## src/include/ccr_defines.svh

```systemverilog
// What this block does
// RULE1 - Results are 16-bit pairs: upper byte at even number, lower at next odd.
// RULE2 - Heading pair holds unsigned count of tenths of a degree.
// RULE3 - All other pairs hold signed two's complement 16-bit values.
// RULE4 - Heading upper byte at register 0x00, lower byte at 0x01.
// RULE5 - Dip angle pair at 0x02 upper, 0x03 lower.
// RULE6 - Field strength pair at 0x04 upper, 0x05 lower.
// RULE7 - Power-up bearing pair at 0x06 upper, 0x07 lower.
// RULE8 - Bearing at power-up is captured once and kept readable afterwards.
// RULE9 - Nose tilt pair at 0x08 upper, 0x09 lower.
// RULE10 - Bank angle pair at 0x0A upper, 0x0B lower.
// RULE11 - Turn angle pair at 0x0C upper, 0x0D lower.
// RULE12 - Target answers write address byte 0x88 and read address byte 0x89.
// RULE13 - First data byte of a write transfer loads the register pointer.
// RULE14 - Read returns byte at pointer; pointer steps on each host acknowledge.
// RULE15 - Single reads and block reads from any register number work.
// RULE16 - Registers are read-only; extra written bytes are ignored.
// RULE17 - Both bytes of a pair update together; no torn pair in a burst.
`ifndef CCR_DEFINES_SVH
`define CCR_DEFINES_SVH

`define CCR_DEV_WR_ADDR 8'h88
`define CCR_DEV_RD_ADDR 8'h89
`define CCR_REG_HEADING_HI 8'h00
`define CCR_REG_HEADING_LO 8'h01
`define CCR_REG_DIP_HI 8'h02
`define CCR_REG_DIP_LO 8'h03
`define CCR_REG_FIELD_HI 8'h04
`define CCR_REG_FIELD_LO 8'h05
`define CCR_REG_BEARING_HI 8'h06
`define CCR_REG_BEARING_LO 8'h07
`define CCR_REG_TILT_HI 8'h08
`define CCR_REG_TILT_LO 8'h09
`define CCR_REG_BANK_HI 8'h0a
`define CCR_REG_BANK_LO 8'h0b
`define CCR_REG_TURN_HI 8'h0c
`define CCR_REG_TURN_LO 8'h0d
`define CCR_PAIR_COUNT 7
`define CCR_PAIR_HEADING 3'h0
`define CCR_PAIR_BEARING 3'h3
`define CCR_BITS_PER_BYTE 4'h8
`define CCR_WORD_RESET 16'h0000
`define CCR_BYTE_RESET 8'h00

`endif

```

## src/include/ccr_pkg.sv

```systemverilog
package ccr_pkg;

    typedef logic [15:0] ccr_word_t;

    typedef enum logic [2:0] {
        ccr_st_idle,
        ccr_st_addr,
        ccr_st_addr_ack,
        ccr_st_wdata,
        ccr_st_wack,
        ccr_st_rdata,
        ccr_st_rack
    } ccr_state_t;

    // Fresh results from the sensing core
    typedef struct packed {
        ccr_word_t heading;
        ccr_word_t dip_angle;
        ccr_word_t field_strength;
        ccr_word_t nose_tilt;
        ccr_word_t bank_angle;
        ccr_word_t turn_angle;
    } ccr_meas_t;

    // Synchronised bus pin levels
    typedef struct packed {
        logic scl;
        logic sda;
    } ccr_pins_t;

endpackage

```

## src/rtl/ccr_top.sv

```systemverilog
`timescale 1ns/1ps
`default_nettype none
`include "ccr_defines.svh"
module ccr_top (
    // Clock and reset
    input wire logic clk,
    input wire logic rst_b,
    // Serial clock pin
    input wire logic scl_in,
    output logic scl_out,
    output logic scl_oe,
    // Serial data pin
    input wire logic sda_in,
    output logic sda_out,
    output logic sda_oe,
    // Results from the sensing core
    input wire logic meas_valid,
    input wire ccr_pkg::ccr_meas_t meas,
    // Status
    output logic [7:0] reg_ptr,
    output logic bus_busy,
    output logic init_captured
);
    import ccr_pkg::*;

    // Reset release
    logic [1:0] rst_sync_q;
    logic [1:0] rst_sync_d;
    logic rst_int_b;

    // Deassert in two steps
    always_comb begin
        rst_sync_d = {rst_sync_q[0], 1'b1};
    end

    always_ff @(posedge clk or negedge rst_b) begin
        if (!rst_b) begin
            rst_sync_q <= 2'h0;
        end else begin
            rst_sync_q <= rst_sync_d;
        end
    end

    assign rst_int_b = rst_sync_q[1];

    // Pin sampling
    ccr_pins_t pins_async;
    ccr_pins_t pins_s;
    ccr_pins_t pins_dly_q;
    ccr_pins_t pins_dly_d;

    assign pins_async = '{scl: scl_in, sda: sda_in};

    ccr_sync u_sync (
        .clk(clk),
        .rst_int_b(rst_int_b),
        .pins_async(pins_async),
        .pins_sync(pins_s)
    );

    always_comb begin
        pins_dly_d = pins_s;
    end

    always_ff @(posedge clk or negedge rst_int_b) begin
        if (!rst_int_b) begin
            pins_dly_q <= 2'h3;
        end else begin
            pins_dly_q <= pins_dly_d;
        end
    end

    // Bus events
    logic scl_rise;
    logic scl_fall;
    logic bus_start;
    logic bus_stop;

    always_comb begin
        scl_rise = pins_s.scl && !pins_dly_q.scl;
        scl_fall = !pins_s.scl && pins_dly_q.scl;
        bus_start = pins_s.scl && pins_dly_q.scl && pins_dly_q.sda && !pins_s.sda;
        bus_stop = pins_s.scl && pins_dly_q.scl && !pins_dly_q.sda && pins_s.sda;
    end

    // Register bank
    logic rd_new;
    logic rd_load;
    logic [7:0] rd_addr;
    logic [7:0] rd_byte;

    ccr_bank u_bank (
        .clk(clk),
        .rst_int_b(rst_int_b),
        .meas_valid(meas_valid),
        .meas(meas),
        .rd_new(rd_new),
        .rd_load(rd_load),
        .rd_addr(rd_addr),
        .rd_byte(rd_byte),
        .init_captured(init_captured)
    );

    // Target state
    ccr_state_t state_q;
    ccr_state_t state_d;
    logic [3:0] bit_cnt_q;
    logic [3:0] bit_cnt_d;
    logic [7:0] shreg_q;
    logic [7:0] shreg_d;
    logic [7:0] tx_q;
    logic [7:0] tx_d;
    logic [7:0] ptr_q;
    logic [7:0] ptr_d;
    logic rw_q;
    logic rw_d;
    logic first_q;
    logic first_d;
    logic ack_q;
    logic ack_d;
    logic sda_oe_q;
    logic sda_oe_d;
    logic busy_q;
    logic busy_d;

    always_comb begin
        state_d = state_q;
        bit_cnt_d = bit_cnt_q;
        shreg_d = shreg_q;
        tx_d = tx_q;
        ptr_d = ptr_q;
        rw_d = rw_q;
        first_d = first_q;
        ack_d = ack_q;
        sda_oe_d = sda_oe_q;
        busy_d = busy_q;
        rd_new = 1'b0;
        rd_load = 1'b0;
        rd_addr = (state_q == ccr_st_rack) ? ptr_q + 8'h01 : ptr_q;
        case (state_q)
            ccr_st_idle: begin
                sda_oe_d = 1'b0;
                bit_cnt_d = 4'h0;
                first_d = 1'b0;
            end
            ccr_st_addr: begin
                if (scl_rise) begin
                    shreg_d = {shreg_q[6:0], pins_s.sda};
                    bit_cnt_d = bit_cnt_q + 4'h1;
                end else if (scl_fall && bit_cnt_q == `CCR_BITS_PER_BYTE) begin
                    bit_cnt_d = 4'h0;
                    if (shreg_q == `CCR_DEV_WR_ADDR || shreg_q == `CCR_DEV_RD_ADDR) begin
                        rw_d = shreg_q[0]; // [RULE12]
                        sda_oe_d = 1'b1; // [RULE12]
                        state_d = ccr_st_addr_ack;
                    end else begin
                        busy_d = 1'b0;
                        state_d = ccr_st_idle;
                    end
                end
            end
            ccr_st_addr_ack: begin
                if (scl_fall) begin
                    bit_cnt_d = 4'h0;
                    if (rw_q) begin
                        rd_load = 1'b1; // [RULE14] [RULE15]
                        tx_d = rd_byte;
                        sda_oe_d = !rd_byte[7];
                        state_d = ccr_st_rdata;
                    end else begin
                        sda_oe_d = 1'b0;
                        first_d = 1'b1;
                        state_d = ccr_st_wdata;
                    end
                end
            end
            ccr_st_wdata: begin
                if (scl_rise) begin
                    shreg_d = {shreg_q[6:0], pins_s.sda};
                    bit_cnt_d = bit_cnt_q + 4'h1;
                end else if (scl_fall && bit_cnt_q == `CCR_BITS_PER_BYTE) begin
                    if (first_q) begin
                        ptr_d = shreg_q; // [RULE13]
                    end
                    sda_oe_d = 1'b1; // [RULE16]
                    state_d = ccr_st_wack;
                end
            end
            ccr_st_wack: begin
                if (scl_fall) begin
                    sda_oe_d = 1'b0;
                    first_d = 1'b0; // [RULE16]
                    bit_cnt_d = 4'h0;
                    state_d = ccr_st_wdata;
                end
            end
            ccr_st_rdata: begin
                if (scl_rise) begin
                    bit_cnt_d = bit_cnt_q + 4'h1;
                end else if (scl_fall) begin
                    if (bit_cnt_q == `CCR_BITS_PER_BYTE) begin
                        sda_oe_d = 1'b0;
                        ack_d = 1'b0;
                        state_d = ccr_st_rack;
                    end else begin
                        tx_d = {tx_q[6:0], 1'b0};
                        sda_oe_d = !tx_q[6];
                    end
                end
            end
            ccr_st_rack: begin
                if (scl_rise) begin
                    ack_d = !pins_s.sda;
                end else if (scl_fall) begin
                    bit_cnt_d = 4'h0;
                    if (ack_q) begin
                        ptr_d = ptr_q + 8'h01; // [RULE14]
                        rd_load = 1'b1; // [RULE15]
                        tx_d = rd_byte;
                        sda_oe_d = !rd_byte[7];
                        state_d = ccr_st_rdata;
                    end else begin
                        state_d = ccr_st_idle; // [RULE14]
                    end
                end
            end
            default: begin
                state_d = ccr_st_idle;
                sda_oe_d = 1'b0;
            end
        endcase
        // Start or repeated start wins over any state
        if (bus_start) begin
            rd_new = 1'b1;
            rd_load = 1'b0;
            state_d = ccr_st_addr;
            bit_cnt_d = 4'h0;
            sda_oe_d = 1'b0;
            busy_d = 1'b1;
        end else if (bus_stop) begin
            state_d = ccr_st_idle;
            sda_oe_d = 1'b0;
            busy_d = 1'b0;
        end
    end

    always_ff @(posedge clk or negedge rst_int_b) begin
        if (!rst_int_b) begin
            state_q <= ccr_st_idle;
            bit_cnt_q <= 4'h0;
            shreg_q <= 8'h00;
            tx_q <= 8'h00;
            ptr_q <= `CCR_REG_HEADING_HI;
            rw_q <= 1'b0;
            first_q <= 1'b0;
            ack_q <= 1'b0;
            sda_oe_q <= 1'b0;
            busy_q <= 1'b0;
        end else begin
            state_q <= state_d;
            bit_cnt_q <= bit_cnt_d;
            shreg_q <= shreg_d;
            tx_q <= tx_d;
            ptr_q <= ptr_d;
            rw_q <= rw_d;
            first_q <= first_d;
            ack_q <= ack_d;
            sda_oe_q <= sda_oe_d;
            busy_q <= busy_d;
        end
    end

    // Open-drain drive levels, clock never stretched
    logic drive_low_q;
    logic drive_low_d;
    logic scl_oe_q;
    logic scl_oe_d;

    // Pins only ever pull low
    always_comb begin
        drive_low_d = 1'b0;
        scl_oe_d = 1'b0;
    end

    always_ff @(posedge clk or negedge rst_int_b) begin
        if (!rst_int_b) begin
            drive_low_q <= 1'b0;
            scl_oe_q <= 1'b0;
        end else begin
            drive_low_q <= drive_low_d;
            scl_oe_q <= scl_oe_d;
        end
    end

    assign sda_out = drive_low_q;
    assign scl_out = drive_low_q;
    assign scl_oe = scl_oe_q;
    assign sda_oe = sda_oe_q;
    assign reg_ptr = ptr_q;
    assign bus_busy = busy_q;
endmodule
`default_nettype wire

```

## src/rtl/ccr_sync.sv

```systemverilog
`timescale 1ns/1ps
`default_nettype none
module ccr_sync (
    // Clock and reset
    input wire logic clk,
    input wire logic rst_int_b,
    // Pins
    input wire ccr_pkg::ccr_pins_t pins_async,
    output ccr_pkg::ccr_pins_t pins_sync
);
    import ccr_pkg::*;

    ccr_pins_t meta_q;
    ccr_pins_t meta_d;
    ccr_pins_t sync_q;
    ccr_pins_t sync_d;

    // Idle bus level is high
    always_comb begin
        meta_d = pins_async;
        sync_d = meta_q;
    end

    always_ff @(posedge clk or negedge rst_int_b) begin
        if (!rst_int_b) begin
            meta_q <= 2'h3;
            sync_q <= 2'h3;
        end else begin
            meta_q <= meta_d;
            sync_q <= sync_d;
        end
    end

    assign pins_sync = sync_q;
endmodule
`default_nettype wire

```

## src/rtl/ccr_bank.sv

```systemverilog
`timescale 1ns/1ps
`default_nettype none
`include "ccr_defines.svh"
module ccr_bank (
    // Clock and reset
    input wire logic clk,
    input wire logic rst_int_b,
    // Result updates
    input wire logic meas_valid,
    input wire ccr_pkg::ccr_meas_t meas,
    // Read port
    input wire logic rd_new,
    input wire logic rd_load,
    input wire logic [7:0] rd_addr,
    output logic [7:0] rd_byte,
    output logic init_captured
);
    import ccr_pkg::*;

    ccr_word_t words_q [`CCR_PAIR_COUNT];
    ccr_word_t words_d [`CCR_PAIR_COUNT];
    ccr_word_t meas_words [`CCR_PAIR_COUNT];
    logic init_q;
    logic init_d;
    logic [7:0] shadow_q;
    logic [7:0] shadow_d;
    logic [2:0] shadow_idx_q;
    logic [2:0] shadow_idx_d;
    logic shadow_vld_q;
    logic shadow_vld_d;
    logic [2:0] idx;
    logic in_range;
    logic use_shadow;

    // Pair order in the map
    always_comb begin
        meas_words[0] = meas.heading; // [RULE4] [RULE2]
        meas_words[1] = meas.dip_angle; // [RULE5] [RULE3]
        meas_words[2] = meas.field_strength; // [RULE6]
        meas_words[3] = meas.heading; // [RULE7]
        meas_words[4] = meas.nose_tilt; // [RULE9]
        meas_words[5] = meas.bank_angle; // [RULE10]
        meas_words[6] = meas.turn_angle; // [RULE11]
    end

    // Whole words load in one cycle
    for (genvar i = 0; i < `CCR_PAIR_COUNT; i++) begin : g_pair
        always_comb begin
            words_d[i] = words_q[i];
            if (meas_valid) begin
                if (3'(i) != `CCR_PAIR_BEARING || !init_q) begin
                    words_d[i] = meas_words[i]; // [RULE17] [RULE8]
                end
            end
        end
        always_ff @(posedge clk or negedge rst_int_b) begin
            if (!rst_int_b) begin
                words_q[i] <= `CCR_WORD_RESET;
            end else begin
                words_q[i] <= words_d[i];
            end
        end
    end

    always_comb begin
        idx = rd_addr[3:1];
        in_range = rd_addr <= `CCR_REG_TURN_LO;
        use_shadow = rd_addr[0] && shadow_vld_q && shadow_idx_q == idx;
        init_d = init_q | meas_valid; // [RULE8]
        shadow_d = shadow_q;
        shadow_idx_d = shadow_idx_q;
        shadow_vld_d = shadow_vld_q;
        rd_byte = `CCR_BYTE_RESET;
        if (in_range) begin
            if (!rd_addr[0]) begin
                rd_byte = words_q[idx][15:8]; // [RULE1]
            end else if (use_shadow) begin
                rd_byte = shadow_q; // [RULE17]
            end else begin
                rd_byte = words_q[idx][7:0]; // [RULE1]
            end
        end
        if (rd_new) begin
            shadow_vld_d = 1'b0;
        end else if (rd_load) begin
            shadow_vld_d = 1'b0;
            if (in_range && !rd_addr[0]) begin
                shadow_d = words_q[idx][7:0]; // [RULE17]
                shadow_idx_d = idx;
                shadow_vld_d = 1'b1;
            end
        end
    end

    always_ff @(posedge clk or negedge rst_int_b) begin
        if (!rst_int_b) begin
            init_q <= 1'b0;
            shadow_q <= `CCR_BYTE_RESET;
            shadow_idx_q <= 3'h0;
            shadow_vld_q <= 1'b0;
        end else begin
            init_q <= init_d;
            shadow_q <= shadow_d;
            shadow_idx_q <= shadow_idx_d;
            shadow_vld_q <= shadow_vld_d;
        end
    end

    assign init_captured = init_q;
endmodule
`default_nettype wire

```

## config.mk

```make
export PLATFORM = sky130hd
export DESIGN_NAME = ccr_top
export DESIGN_NICKNAME = d
export VERILOG_FILES = /design/src/include/ccr_pkg.sv /design/src/rtl/ccr_top.sv /design/src/rtl/ccr_sync.sv /design/src/rtl/ccr_bank.sv
export VERILOG_INCLUDE_DIRS = /design/src /design/src/include
export SDC_FILE = /design/constraint.sdc
export NUM_CORES = 1
export LEC_CHECK = 0
export BUFFER_PORTS_ARGS = -buffer_cell sky130_fd_sc_hd__clkbuf_2
export CORE_MARGIN = 2
export CORE_UTILIZATION = 33
export DETAILED_ROUTE_END_ITERATION = 7
export HOLD_SLACK_MARGIN = 0.03
export PLACE_DENSITY = 0.57
export SLEW_MARGIN = 20
export SYNTH_ARGS = -nofsm -noshare
export SYNTH_HDL_FRONTEND = slang
export SYNTH_HIERARCHICAL = 1
export SYNTH_SLANG_ARGS = --single-unit
export TNS_END_PERCENT = 5
```

## constraint.sdc

```tcl
create_clock -name clk -period 7.4 [get_ports clk]
set_clock_uncertainty 0.2 [all_clocks]
set_input_delay 0.37 -clock clk [delete_from_list [all_inputs] [get_ports clk]]
set_output_delay 0.37 -clock clk [all_outputs]
set_load 0.01 [all_outputs]
```

==> impl_metrics.ini <==
[floorplan]
die_area_um2 = 26700
die_w_um = 164
core_um2 = 25100
start_util_pct = 33.5
io_pins = 115
row_count = 58
die_h_um = 164

[timing]
finalWorstSetupSlack_ns = 2.79
rsz0062_at_grt = no
final.min_clock_period_ns = 4.61
relSlewSlack_pct = 36.1
setup_violations = 0
worst_pin_slew_ns = 0.958
finalHoldViolations = 0
fmax_mhz = 217
finalSetupTns_ns = 0
final.period_utilization_pct = 62.3
maxSlewViolCount = 0

[worst_setup_path]
critPathSlowestCell = dfrtp_1
criticalPathCategory = reg -> reg
critical_path_peak_fanout = 46
crit_chain = and2b_2 > nand2_1 > nand2_1 > nand2_2 > buf_4 > mux2i_1 > a22oi_1 > nand3_1 > a311oi_1 > inv_1 > a31oi_1 > a21oi_1 > o21a_1 > a22o_1
critPathRequiredTime_ns = 7.52
start_kind = flip-flop
critPathMaxStageDelay_ns = 0.68
cp_common_cell = nand2_1
cp.arrival_ns = 4.72
end_kind = flip-flop

[status]
status = finished, final reports clean

[cells_and_area]
final_nets = 988
final_cells = 1227
finalInstanceArea_um2 = 10800
antennaDiodeCount = 0
area_delta_synth_final_pct = 28.1
fill_cells = 2426
drive_gt1_share_pct = 33.9

[global_routing]
grt_pass1_vias = 6364
antenna_found_initial = 0
overflow = 0
grt_usage_pct = 16.1
grt_max_degree = 75
grt_pass1_wl_um = 33700

[placement]
place_ws_ns = 2.91
placed_area_um2 = 9170
gp_congestion = 0.836
io_buffer_count = 111
dp.cells = 1095
dp_hpwl_um = 13600

[logic_synthesis]
syn_area_per_cell_um2 = 12.1
synth-seq-cells = 168
yosys.area_share.simple_pct = 8.85
synth_compound_area_share_pct = 10.8
syn-cell-area_um2 = 8400
synth_top_family_by_area = multiplexers
yosysTopAreaCell = dfrtp_1
synth_mux_area_share_pct = 24.4
seq_area_frac_synth_pct = 50.1
synth-edff-count = 0
synthAdderAreaFrac_pct = 0.447
synthXorXnorAreaFrac_pct = 1.24
synth_ff_type = dfrtp_1
yosys_warnings = 6
synth-async-reset-ratio_pct = 100
yosys.area.top_type_share_pct = 48.3
synthCells = 693
synth_cell_types = 73
synthTopCellsByArea = dfrtp_1 (48%), mux2_2 (16%), mux2i_1 (6.2%)

[power_and_ir_drop]
power_density_nw_per_um2 = 203
p_comb_share_pct = 10.8
swShare_pct = 25.0
internal_power_mw = 1.64
leakage_nw = 4.60
clockPowerShare_pct = 41.6
seq_power_share_pct = 47.6
power_switching_mw = 0.545
ir_worst_vdd_mv = 0.133

[routing]
wirelength_um = 20600
drt.antenna.violating_nets = 0
firstDrtPassIters = 5
vias = 6079
wl_per_cell_um = 16.8
first_iter_violations = 276
drc_errors = 0
viasPerCell = 4.95

[clock_tree]
clkLatencyLatePin_ns = 0.43
htree_levels = 4
clockBufferDepth = 2
cts-root-buf = clkbuf_16
clk_pin_slew_ns = 0.07
cts_tree = built
cts-buffers-inserted = 17
numClockSinks = 168

[run]
maxCapViolCount = 0

[worst_hold_path]
min-delay-path-class = reg -> async
per-stage QoR:
stage	hold WS, ns	power [mW]	util (%)
after floorplan	-0.126	1.17	-
after global placement	-0.0421	1.25	36.5
after detailed placement	-0.0421	1.25	36.5
after CTS	0.153	2.21	42.8
after global routing	0.159	2.29	42.8
final	0.155	2.18	42.8
worst max-delay path: cells and delay by family, from the launching register on:
kind / cells / cell delay (ns)
and+or+nand+nor: 5 / 1.34
AOI/OAI and AO/OA: 6 / 1.37
DFF: 1 / 0.68
buffers and inverters: 2 / 0.70
muxes: 1 / 0.16
flip-flops by register name, indices dropped and copies added (netlist names), 2 cells and up:
signal / flops
bit_cnt_q: 4
pins_dly_q: 2
reg_ptr: 8
rst_sync_q: 2
shreg_q: 8
state_q: 3
tx_q: 7
u_bank/shadow_idx_q: 3
u_bank/shadow_q: 8
u_bank/words_q: 112
u_sync/meta_q: 2
u_sync/pins_sync: 2
placed cells by master, fill, tap and decap left out, types with 4 or more instances in the layout:
cell,count
and2b_2,4
nor2b_1,5
inv_1,11
nand3_1,14
o22ai_1,8
mux2_1,13
nor2_1,13
xnor2_1,4
o2bb2ai_1,9
o21ai_0,20
a22oi_1,9
a311oi_1,9
buf_4,9
nand2_1,56
mux2_2,123
a21oi_1,9
nand2b_1,5
clkbuf_2,110
conb_1,4
dfstp_2,6
clkbuf_16,17
dfrtp_1,161
a22o_1,6
and3_1,6
inv_6,5
dlygate4sd3_1,100
a211oi_1,9
mux2i_1,52
o211ai_1,6
o21ai_1,9
nand3b_1,11
xor2_1,4
per-layer routing:
layer | routed length, um | GRT usage, % | share of wire (%)
met5 | 0 | 0 | 0
met4 | 316 | 4.55 | 1.5
met3 | 659 | 3.25 | 3.2
met2 | 10400 | 27.7 | 51
met1 | 9180 | 20.7 | 45
path summary, 6_finish.rpt:
path / from / slack, ns / end / cells past startpoint
max: state_q[0] / 2.79 / sda_oe / 14
min: rst_sync_q[1] / 0.16 / u_bank/words_q[76] / 0
max reg2reg: state_q[0] / 2.79 / sda_oe / 14
min reg2reg: rst_sync_q[1] / 0.16 / u_bank/words_q[76] / 0
max in group asynchronous: rst_sync_q[1] / 5.41 / u_bank/words_q[19] / 1
min in group clk: rst_sync_q[0] / 0.16 / rst_sync_q[1] / 0
Yosys cell counts (all sizes together), types with 10 or more instances:
cell / n
nand3: 15
nand3b: 11
inv: 11
buf: 30
o21ai: 30
dfrtp: 162
mux2: 136
clkbuf: 19
nor2: 13
a21oi: 10
mux2i: 52
nand2: 57
logic make-up after synthesis:
group           count (synthesis)
mux                           188
flops                         168
simple gates                  138
compound gates                123
buf+inv                        60
xor+xnor                       11
fa+ha+maj                       3
other cells                     2
power by group through the flow:
stage	Combinational (mW)	Clock, mW	Sequential [mW]
after global placement	0.193	0	1.06
after CTS	0.238	0.933	1.04
after global routing	0.260	0.979	1.05
final	0.236	0.908	1.04
after detailed placement	0.195	0	1.06
after floorplan	0.130	0	1.04
layout make-up:
class	instances	area [um^2]	share of cell area, %
Tap cell	330	413	3.84
Multi-Input combinational cell	467	3880	36.1
Timing Repair Buffer	219	1620	15.0
Clock buffer	18	429	3.99
Sequential cell	168	4220	39.2
Clock inverter	14	160	1.49
Inverter	11	41.3	0.384
what timing repair did:
item | 4_1_cts | 5_1_grt
endpoints found under the hold margin | 116 | 0
setup buffers | 0 | 0
hold buffers | 100 | 0
gates resized for setup | 0 | 0
Power figures use the tool's default switching activity.
